--- config.mk ---
export PLATFORM = sky130hd
export DESIGN_NAME = mpps_sequencer
export DESIGN_NICKNAME = d
export VERILOG_FILES = /design/src/design/mpps_pkg.sv /design/src/design/mpps_osc.sv /design/src/design/mpps_sequencer.sv
export SDC_FILE = /design/constraint.sdc
export NUM_CORES = 1
export LEC_CHECK = 0
export CAP_MARGIN = 5
export CORE_MARGIN = 4
export CORE_UTILIZATION = 50
export CTS_CLUSTER_SIZE = 24
export DETAILED_ROUTE_END_ITERATION = 10
export DONT_BUFFER_PORTS = 1
export PLACE_DENSITY_LB_ADDON = 0.2
export SLEW_MARGIN = 10
export SYNTH_ARGS = -nofsm -noshare
export SYNTH_HDL_FRONTEND = slang
export SYNTH_SLANG_ARGS = --single-unit
--- constraint.sdc ---
create_clock -name clk -period 2.6 [get_ports clk]
set_input_delay 0.52 -clock clk [delete_from_list [all_inputs] [get_ports clk]]
set_output_delay 0.52 -clock clk [all_outputs]
set_load 0.05 [all_outputs]
--- src/design/mpps_pkg.sv ---
// shared constants and types for the multiphase pulse sequencer
`default_nettype none
package mpps_pkg;
  // ------------------------------------------------------------
  // phases and detection
  // ------------------------------------------------------------
  localparam int NPH          = 4;
  localparam int MIN_PHASES   = 2;
  localparam int PROBE_MV     = 550;
  localparam int THRESH_MV    = 300;
  localparam int DETECT_TICKS = 2;
  // ------------------------------------------------------------
  // clock and master oscillator
  // ------------------------------------------------------------
  localparam int CLK_MHZ      = 250;
  localparam int MCLK_KHZ     = 1000;
  localparam int MCLK_DIV     = (CLK_MHZ * 1000) / MCLK_KHZ;
  localparam int SYNC_STAGES  = 3;
  // ------------------------------------------------------------
  // positions in the synchronised input vector
  // ------------------------------------------------------------
  localparam int IN_EN        = 0;
  localparam int IN_SD_N      = 1;
  localparam int IN_UV        = 2;
  localparam int IN_DS        = 3;
  localparam int IN_S3        = 4;
  localparam int IN_S4        = 5;
  localparam int IN_TERM      = 6;
  localparam int NIN          = IN_TERM + NPH;
  localparam logic [1:0] PH3_IDX = 2'h2;
  localparam logic [1:0] PH4_IDX = 2'h3;

  typedef enum logic [1:0] {MPPS_IDLE, MPPS_DETECT, MPPS_RUN} mpps_state_t;
endpackage // mpps_pkg
`default_nettype wire

--- src/design/mpps_osc.sv ---
// master oscillator tick generator, restartable
`timescale 1ns/10ps
`default_nettype none
module mpps_osc #(
  parameter int DIV = mpps_pkg::MCLK_DIV
) (
  input  wire logic clk,
  input  wire logic srst,
  input  wire logic ce,
  input  wire logic restart,
  output var  logic tick
);
  import mpps_pkg::*;
  localparam int CW = (DIV > 1) ? $clog2(DIV) : 1;
  localparam logic [CW-1:0] LAST = CW'(DIV - 1);

  logic [CW-1:0] cnt_q;

  always_ff @(posedge clk) begin
    if (srst) begin
      cnt_q <= '0;
    end else if (ce) begin
      if (restart || cnt_q == LAST) begin
        cnt_q <= '0;
      end else begin
        cnt_q <= cnt_q + CW'(1);
      end
    end
  end

  always_ff @(posedge clk) begin
    if (srst) begin
      tick <= 1'b0;
    end else if (ce) begin
      tick <= !restart && cnt_q == LAST;
    end
  end
endmodule // mpps_osc
`default_nettype wire

--- src/design/mpps_sequencer.sv ---
// multiphase pulse sequencer: phase-count detection and phase rotation
//
// Function
// - no grounded outputs means four-phase operation
// - fourth grounded gives three, both give two
// - probe third and fourth outputs, mark low ones
// - detection finishes after two master cycles
// - grounded outputs never switch while enabled
// - each phase runs master clock over phase count
// - pulses independent, duty may approach full
// - phase pulses may overlap freely
// - first driver off on shutdown or undervoltage
// - rest driver off also on deep sleep
`timescale 1ns/10ps
`default_nettype none
module mpps_sequencer #(
  parameter int MCLK_DIV = mpps_pkg::MCLK_DIV
) (
  input  wire logic                    clk,
  input  wire logic                    srst,
  input  wire logic                    ce,
  input  wire logic                    enable_in,
  input  wire logic                    shutdown_in_n,
  input  wire logic                    supply_undervoltage_lock,
  input  wire logic                    deep_sleep_in,
  input  wire logic                    phase3_sense_in,
  input  wire logic                    phase4_sense_in,
  input  wire logic [mpps_pkg::NPH-1:0] term_in,
  output var  logic                    phase1_pulse_out,
  output var  logic                    phase2_pulse_out,
  output var  logic                    phase3_pulse_out,
  output var  logic                    phase3_pulse_oe,
  output var  logic                    phase4_pulse_out,
  output var  logic                    phase4_pulse_oe,
  output var  logic                    probe_drive_out,
  output var  logic                    driver_off_first,
  output var  logic                    driver_off_rest
);
  import mpps_pkg::*;

  // ------------------------------------------------------------
  // input synchronisers
  // ------------------------------------------------------------
  logic [NIN-1:0] raw;
  logic [NIN-1:0] s1_q;
  logic [NIN-1:0] s2_q;
  logic [NIN-1:0] s3_q;
  logic [NIN-1:0] clean_q;

  assign raw = {term_in, phase4_sense_in, phase3_sense_in, deep_sleep_in,
                supply_undervoltage_lock, shutdown_in_n, enable_in};

  genvar gi;
  generate
    for (gi = 0; gi < NIN; gi++) begin : g_sync
      // change accepted only once stages two and three agree
      always_ff @(posedge clk) begin
        if (srst) begin
          s1_q[gi]    <= 1'b0;
          s2_q[gi]    <= 1'b0;
          s3_q[gi]    <= 1'b0;
          clean_q[gi] <= 1'b0;
        end else if (ce) begin
          s1_q[gi] <= raw[gi];
          s2_q[gi] <= s1_q[gi];
          s3_q[gi] <= s2_q[gi];
          if (s2_q[gi] == s3_q[gi]) begin
            clean_q[gi] <= s3_q[gi];
          end
        end
      end
    end
  endgenerate

  logic           en_s;
  logic [NPH-1:0] term_s;
  assign en_s   = clean_q[IN_EN];
  assign term_s = clean_q[IN_TERM +: NPH];

  // ------------------------------------------------------------
  // master oscillator
  // ------------------------------------------------------------
  mpps_state_t state_q;
  logic        tick;

  // restarting keeps the two detection cycles aligned to enable
  mpps_osc #(.DIV(MCLK_DIV)) u_osc (
    .clk     (clk),
    .srst    (srst),
    .ce      (ce),
    .restart (state_q == MPPS_IDLE),
    .tick    (tick)
  );

  // ------------------------------------------------------------
  // control state
  // ------------------------------------------------------------
  logic [1:0] det_cnt_q;
  logic       det_done;
  assign det_done = tick && det_cnt_q == 2'(DETECT_TICKS - 1);

  always_ff @(posedge clk) begin
    if (srst) begin
      state_q <= MPPS_IDLE;
    end else if (ce) begin
      unique case (state_q)
        MPPS_IDLE: begin
          if (en_s) state_q <= MPPS_DETECT;
        end
        MPPS_DETECT: begin
          if (!en_s) state_q <= MPPS_IDLE;
          else if (det_done) state_q <= MPPS_RUN;
        end
        MPPS_RUN: begin
          if (!en_s) state_q <= MPPS_IDLE;
        end
      endcase
    end
  end

  always_ff @(posedge clk) begin
    if (srst) begin
      det_cnt_q <= '0;
    end else if (ce) begin
      if (state_q != MPPS_DETECT) det_cnt_q <= '0;
      else if (tick) det_cnt_q <= det_cnt_q + 2'h1;
    end
  end

  // ------------------------------------------------------------
  // phase-count detection
  // ------------------------------------------------------------
  logic [NPH-1:0] act_q;
  logic [2:0]     nph_q;

  // a low third output drops the fourth as well: it cannot follow a gap
  always_ff @(posedge clk) begin
    if (srst) begin
      act_q <= '0;
      nph_q <= '0;
    end else if (ce) begin
      if (!en_s) begin
        act_q <= '0;
        nph_q <= '0;
      end else if (state_q == MPPS_DETECT && det_done) begin
        act_q <= {clean_q[IN_S3] & clean_q[IN_S4], clean_q[IN_S3], 2'h3};
        nph_q <= 3'(MIN_PHASES) + {2'h0, clean_q[IN_S3]}
                 + {2'h0, clean_q[IN_S3] & clean_q[IN_S4]};
      end
    end
  end

  // ------------------------------------------------------------
  // phase rotation and pulses
  // ------------------------------------------------------------
  logic [1:0] ptr_q;
  logic [1:0] ptr_next;
  assign ptr_next = (ptr_q == 2'(nph_q - 3'h1)) ? 2'h0 : ptr_q + 2'h1;

  always_ff @(posedge clk) begin
    if (srst) begin
      ptr_q <= '0;
    end else if (ce) begin
      if (state_q != MPPS_RUN) ptr_q <= '0;
      else if (tick) ptr_q <= ptr_next;
    end
  end

  logic [NPH-1:0] pulse_q;
  generate
    for (gi = 0; gi < NPH; gi++) begin : g_phase
      // no mutual exclusion: each phase only looks at its own comparator
      always_ff @(posedge clk) begin
        if (srst) begin
          pulse_q[gi] <= 1'b0;
        end else if (ce) begin
          if (state_q != MPPS_RUN || !en_s || !act_q[gi]) begin
            pulse_q[gi] <= 1'b0;
          end else if (tick && ptr_q == 2'(gi)) begin
            pulse_q[gi] <= 1'b1;
          end else if (term_s[gi]) begin
            pulse_q[gi] <= 1'b0;
          end
        end
      end
    end
  endgenerate

  assign phase1_pulse_out = pulse_q[0];
  assign phase2_pulse_out = pulse_q[1];
  assign phase3_pulse_out = pulse_q[PH3_IDX];
  assign phase4_pulse_out = pulse_q[PH4_IDX];
  // pin released to the probe during detection, driven in idle, driven in run only if not grounded
  assign phase3_pulse_oe  = state_q == MPPS_IDLE || (state_q == MPPS_RUN && act_q[PH3_IDX]);
  assign phase4_pulse_oe  = state_q == MPPS_IDLE || (state_q == MPPS_RUN && act_q[PH4_IDX]);
  assign probe_drive_out  = state_q == MPPS_DETECT;

  // ------------------------------------------------------------
  // driver shutdown outputs
  // ------------------------------------------------------------
  always_ff @(posedge clk) begin
    if (srst) begin
      driver_off_first <= 1'b0;
      driver_off_rest  <= 1'b0;
    end else if (ce) begin
      driver_off_first <= clean_q[IN_SD_N] & ~clean_q[IN_UV];
      driver_off_rest  <= clean_q[IN_SD_N] & ~clean_q[IN_UV] & ~clean_q[IN_DS];
    end
  end
endmodule // mpps_sequencer
`default_nettype wire

==> flow_summary.json, run 1 <==
{
  "startpoint_type": "flop",
  "crit_family": "compound AO/OA/AOI/OAI gates",
  "routedWlPerCell_um": 13.5,
  "yosys_warnings": 0,
  "fin_crit_ns": 1.98,
  "vias": 2034,
  "powerDensity_nw_per_um2": 643,
  "h-tree-depth": 3,
  "rsz0062_at_grt": "no",
  "grt_use_total_pct": 16.1,
  "antenna-diode-count": 0,
  "viasPerCell": 5.32,
  "synthXorXnorAreaFrac_pct": 1.85,
  "clk_pin_slew_ns": 0.07,
  "clock-sinks": 66,
  "hp-start": "srst",
  "critPathMaxStageDelay_ns": 0.42,
  "slew_violations": 0,
  "yosys-top-cells-area": "dfxtp_1 46%, mux2i_1 10%, nor2_1 6.5%, a21oi_1 4.7%, ha_1 4.4%",
  "drtAntennaViolNets": 0,
  "drc": 0,
  "crit_fanout": 6,
  "synth_cell_types": 40,
  "area_delta_synth_final_pct": 7.12,
  "cts_inserted_buffers": 9,
  "final_area_um2": 3050,
  "syn_avg_cell_area_um2": 9.19,
  "hold_buffers": 0,
  "grt_max_degree": 63,
  "async_reset_ff_share_pct": 0,
  "insertion_delay_ns": 0.33,
  "nets": 328,
  "globalplace.congestion": 0.836,
  "synth_edf_count": 0,
  "synthAdderAreaFrac_pct": 4.39,
  "postCtsSetupRepairBufs": 0,
  "netlist_area_um2": 2850,
  "hold_viol": 0,
  "status": "finished clean",
  "cts_root_buf": "clkbuf_8",
  "synth_flop_cell": "dfxtp_1",
  "worst_pin_slew_ns": 0.663,
  "post_cts_resized": 0,
  "power.leakage_nw": 1.24,
  "first_pass_iters": 4,
  "slew_headroom_pct": 55.7,
  "grt_pass1_wl_um": 9190,
  "drt_first_iter_violations": 118,
  "chipHeight_um": 83.5,
  "cts_tree": "built",
  "cp-end-kind": "output port",
  "io_pins": 22,
  "criticalPathCategory": "reg2out",
  "wirelength_um": 5140,
  "cp_slowest_cell": "a21o_1",
  "r2r_start": "state_q[1]",
  "synth_top_area_share_pct": 46.4,
  "synth_nets": 333,
  "synth_compound_area_share_pct": 15.1,
  "cap_violations": 0,
  "required_ns": 2.08,
  "cp_num_buf_inv": 1,
  "drive_gt1_share_pct": 7.42,
  "whs_ns": 0.249,
  "synth.largest_area_cell": "dfxtp_1",
  "clock_skew_ns": 0.00536,
  "setup-violations-final": 0,
  "rows": 27,
  "synthMostInstantiatedCell": "dfxtp_1",
  "crit_path_start": "state_q[0]",
  "crit_chain": "inv_1, ha_1, a21o_1",
  "synth_top_family_by_area": "simple AND/OR/NAND/NOR gates",
  "max-vdd-ir-drop_uv": 586,
  "arrival_ns": 1.46,
  "hpwl_um": 3250,
  "placed_area_um2": 2850,
  "ys_seq_area_share_pct": 46.4,
  "overflow": 0,
  "floorplan.die_area_um2": 6970,
  "max_freq_mhz": 506,
  "initial_core_util_pct": 51.7,
  "fin_crit_sh_pct": 76.1,
  "synth-seq-cells": 66,
  "coreArea_um2": 5510,
  "antenna_found_initial": 0,
  "grt_pass1_vias": 1930,
  "die_width_um": 83.5,
  "ys_top_cells_by_count": "66 x dfxtp_1, 49 x nor2_1, 29 x mux2i_1",
  "syn_inst": 310,
  "setup_tns_ns": 0,
  "yosys.area_share.simple_pct": 17.4,
  "synth_mux_area_share_pct": 10.2,
  "hold_path.class": "in2reg",
  "cts_buffer_depth": 2,
  "port_buffers": 0
}
[flip-flops by register name, indices dropped and copies added (netlist names), 2 cells and up]
name         flops
clean_q          9
s1_q            10
s3_q            10
nph_q            2
u_osc.cnt_q      8
ptr_q            2
s2_q            10
act_q            3
state_q          2
det_cnt_q        2
[area by class of cell]
| cell class | count | area, µm² |
|---|---|---|
| clock buffers | 12 | 155 |
| clock inverters | 4 | 50.0 |
| fillers | 504 | 2460 |
| inverters | 11 | 41.3 |
| multi-input cells | 217 | 1390 |
| flip-flops and latches | 66 | 1320 |
| well taps | 72 | 90.1 |
[through the flow]
| stage | utilization, % | instances | total power, mW | setup WS, ns |
|---|---|---|---|---|
| global route | 55.4 | 382 | 2.05 | 0.561 |
| floorplan | - | 310 | 1.13 | 0.950 |
| global placement | 51.7 | 366 | 1.11 | 0.855 |
| detailed placement | 51.7 | 366 | 1.11 | 0.807 |
| finish | 55.4 | 382 | 1.96 | 0.622 |
| CTS | 55.4 | 382 | 1.99 | 0.610 |
[cells by family (layout without fill, tap and decap cells)]
| family | count (synthesis) | count (layout) |
|---|---|---|
| simple gates | 103 | 103 |
| compound gates | 69 | 69 |
| flops | 66 | 66 |
| mux | 29 | 29 |
| buf+inv | 27 | 27 |
| fa+ha+maj | 10 | 10 |
| xor+xnor | 6 | 6 |
[final timing paths]
path                           to  slack (ns)  depth (start not counted)
hold / removal            s2_q[9]        0.25                          1
setup / recovery  phase4_pulse_oe        0.62                          3
hold reg to reg        clean_q[3]        0.45                          2
setup reg to reg         act_q[2]        0.80                          5
[worst register-to-register path, delay by kind of cell (launching register included)]
family	cells	cell delay, ns
buf+inv	1	0.08
fa+ha+maj	1	0.58
flops	1	0.33
simple gates	2	0.48
compound gates	1	0.22
[routing by layer]
layer / vias up / GRT usage, % / share of wire [%]
li1: 1056 / - / -
met1: 942 / 21.7 / 53
met2: 24 / 23.1 / 41
met3: 12 / 5.43 / 4.5
met4: 0 / 7.46 / 2.0
met5: - / 0 / 0
[power breakdown]
| part | total [mW] | switching, mW | internal [mW] |
|---|---|---|---|
| Combinational | 0.0460 | 0.0191 | 0.0269 |
| Sequential | 1.04 | 0.0109 | 1.03 |
| Clock | 0.878 | 0.384 | 0.494 |
| Total | 1.96 | 0.414 | 1.55 |
[cells in the final DEF, fill, tap and decap left out, drive strengths merged, types with 2 or more instances in the layout]
| cell type | netlist | routed |
|---|---|---|
| a21oi | 27 | 27 |
| dfxtp | 66 | 66 |
| clkbuf | 5 | 12 |
| a32oi | 4 | 4 |
| nor2 | 49 | 49 |
| a21o | 11 | 11 |
| nand3b | 3 | 3 |
| inv | 11 | 11 |
| a22o | 2 | 2 |
| nand2 | 23 | 23 |
| xor2 | 4 | 4 |
| and3 | 3 | 3 |
| nand4 | 6 | 6 |
| and2 | 2 | 2 |
| mux2i | 29 | 29 |
| ha | 10 | 10 |
| clkinvlp | 0 | 2 |
| nor2b | 2 | 2 |
| o21ai | 18 | 18 |
| nand2b | 3 | 3 |
| xnor2 | 2 | 2 |
| nor3 | 5 | 5 |
| nand3 | 2 | 2 |
Note: power is estimated with default switching activity, not from simulation.
==> inputs of run 2 (changes only) <==
ABC_AREA = 1   (was not set)
clock period = 1.95 ns   (was 2.6 ns; I/O delays follow)
==> run 2 against run 1 <==
Compared with the run above: critical path depth up 1; wire length up 1.8%; non-clock buffer count increased by 4; power grew 47%; via count grew 11%; sequential share of layout area increased by 0.071 points; die area is 1.6% lower; sequential power rose by 37%; largest power group unchanged; sequential cell count unchanged; global-route usage up 1.0 points; final area fell by 0.16%; count of clock-buffer cells in the layout down 1.
==> flow_summary.json, run 2 <==
{
  "drc": 0,
  "grt_pass1_wl_um": 8890,
  "setup_ws_ns": 0.113,
  "die_width_um": 82.8,
  "slew_violations": 0,
  "antenna_found_initial": 0,
  "cts_tree": "built",
  "max-vdd-ir-drop_uv": 628,
  "viasPerCell": 5.17,
  "wirelength_um": 5240,
  "clock-sinks": 66,
  "status": "finished clean",
  "insertion_delay_ns": 0.34,
  "cap_violations": 0,
  "synth-seq-cells": 66,
  "port_buffers": 0,
  "netlist_area_um2": 2800,
  "routed-wl-met3_um": 199,
  "rrSetupSlack_ns": 0.60,
  "vias": 2251,
  "highest_layer": "met4",
  "drtAntennaViolNets": 0,
  "hold_viol": 0,
  "cts_inserted_buffers": 9,
  "final_common_cell": "nand2_1",
  "io_pins": 22,
  "h-tree-depth": 3,
  "grt_pass1_vias": 2077,
  "first_pass_iters": 4,
  "clk_pin_slew_ns": 0.07,
  "hold_path.class": "in2reg",
  "cts_buffer_depth": 2,
  "rsz0062_at_grt": "no",
  "clock_skew_ns": 0.00689,
  "crit_fanout": 6,
  "synth_top_area_share_pct": 47.2,
  "power.leakage_nw": 1.14,
  "synth_nets": 385,
  "route.met2.wl_um": 2390,
  "power_mw": 2.89,
  "grt_max_degree": 55,
  "final_cell_mix": "67 x nand2_1, 66 x dfxtp_1, 56 x nor2_1, 47 x o21ai_0, 37 x a21oi_1",
  "synth_cell_types": 30,
  "grt_use_total_pct": 17.1,
  "syn_avg_cell_area_um2": 7.72,
  "instances_no_fill": 435,
  "setup-violations-final": 0,
  "drive_gt1_share_pct": 8.77,
  "final.fill_count": 500,
  "synth_edf_count": 0,
  "setup_tns_ns": 0,
  "synth.largest_area_cell": "dfxtp_1",
  "cts_root_buf": "clkbuf_8",
  "ys_top_cells_by_count": "67 x nand2_1, 66 x dfxtp_1, 56 x nor2_1",
  "async_reset_ff_share_pct": 0,
  "startpoint_type": "flop",
  "arrival_ns": 1.45,
  "overflow": 0,
  "drt_first_iter_violations": 66,
  "rows": 26,
  "syn_inst": 362,
  "synthMostInstantiatedCell": "nand2_1",
  "coreArea_um2": 5270,
  "criticalPathCategory": "reg2out",
  "chipHeight_um": 82.8,
  "worst_pin_slew_ns": 0.524,
  "postCtsSetupRepairBufs": 0,
  "top_regs": "s1_q: 10 flops, s2_q: 10 flops, s3_q: 10 flops",
  "floorplan.die_area_um2": 6850,
  "globalplace.congestion": 0.858,
  "slew_headroom_pct": 65.0,
  "yosys_warnings": 0,
  "ys_seq_area_share_pct": 47.2,
  "powerDensity_nw_per_um2": 948,
  "yosys-top-cells-area": "dfxtp_1 47%, nand2_1 9.0%, o21ai_0 8.4%, nor2_1 7.5%, a21oi_1 6.6%",
  "hold_buffers": 0,
  "area_delta_synth_final_pct": 8.90,
  "met1_length_um": 2610,
  "nets": 383,
  "antenna-diode-count": 0,
  "initial_core_util_pct": 53.1,
  "required_ns": 1.56,
  "post_cts_resized": 0,
  "cp-end-kind": "output port",
  "max_freq_mhz": 544,
  "dp_slack_ns": 0.471,
  "fin_crit_sh_pct": 94.2,
  "placed_cells": 419,
  "hpwl_um": 3450,
  "routedWlPerCell_um": 12.0,
  "synth_flop_cell": "dfxtp_1",
  "fin_crit_ns": 1.84
}
[run 2: power by group]
| group | internal, mW | leakage, nW | switching, mW |
|---|---|---|---|
| Sequential | 1.39 | 0.538 | 0.0259 |
| Clock | 0.751 | 0.109 | 0.514 |
| Combinational | 0.0629 | 0.494 | 0.140 |
| Total | 2.21 | 1.14 | 0.680 |
[run 2: logic make-up (layout without fill, tap and decap cells)]
group	count (synthesis)	in the layout	share of synthesized area [%]
simple gates	149	149	22.7
flops	66	66	47.2
fa+ha+maj	10	10	4.47
xor+xnor	4	4	1.25
buf+inv	40	43	6.85
compound gates	93	93	17.5
[run 2: metal layers]
layer	up-vias	track usage, %
li1	1185	-
met1	1024	20.5
met2	38	28.1
met3	4	5.83
met4	0	6.70
met5	-	0
[run 2: final timing paths]
check              from               to  depth (start not counted)
min                srst          s3_q[8]                          1
max reg2reg  state_q[1]       state_q[1]                          7
max          state_q[0]  phase3_pulse_oe                          4
min reg2reg     s3_q[9]       clean_q[9]                          2
[run 2: area by class of cell]
cell class	count	area, µm²	share of cell area [%]
clock buffer	11	141	4.64
inverter	23	91.3	3.00
sequential	66	1320	43.4
tap	70	87.6	2.88
clock inverter	5	77.6	2.55
multi-input combinational	256	1280	42.2
timing repair buffer	4	42.5	1.40
[run 2: through the flow]
step | hold slack [ns] | util [%] | cell area, µm²
floorplan | 0.431 | - | 2800
global placement | 0.439 | 53.6 | 2830
detailed placement | 0.438 | 53.6 | 2830
CTS | 0.0902 | 57.8 | 3050
global route | 0.0897 | 57.8 | 3050
finish | 0.111 | 57.8 | 3050
[run 2: critical path: stages, from the launching register on]
cell and delay, ns:
dfxtp_1 0.35, inv_1 0.08, ha_1 0.21, inv_1 0.15, nand2_1 0.33
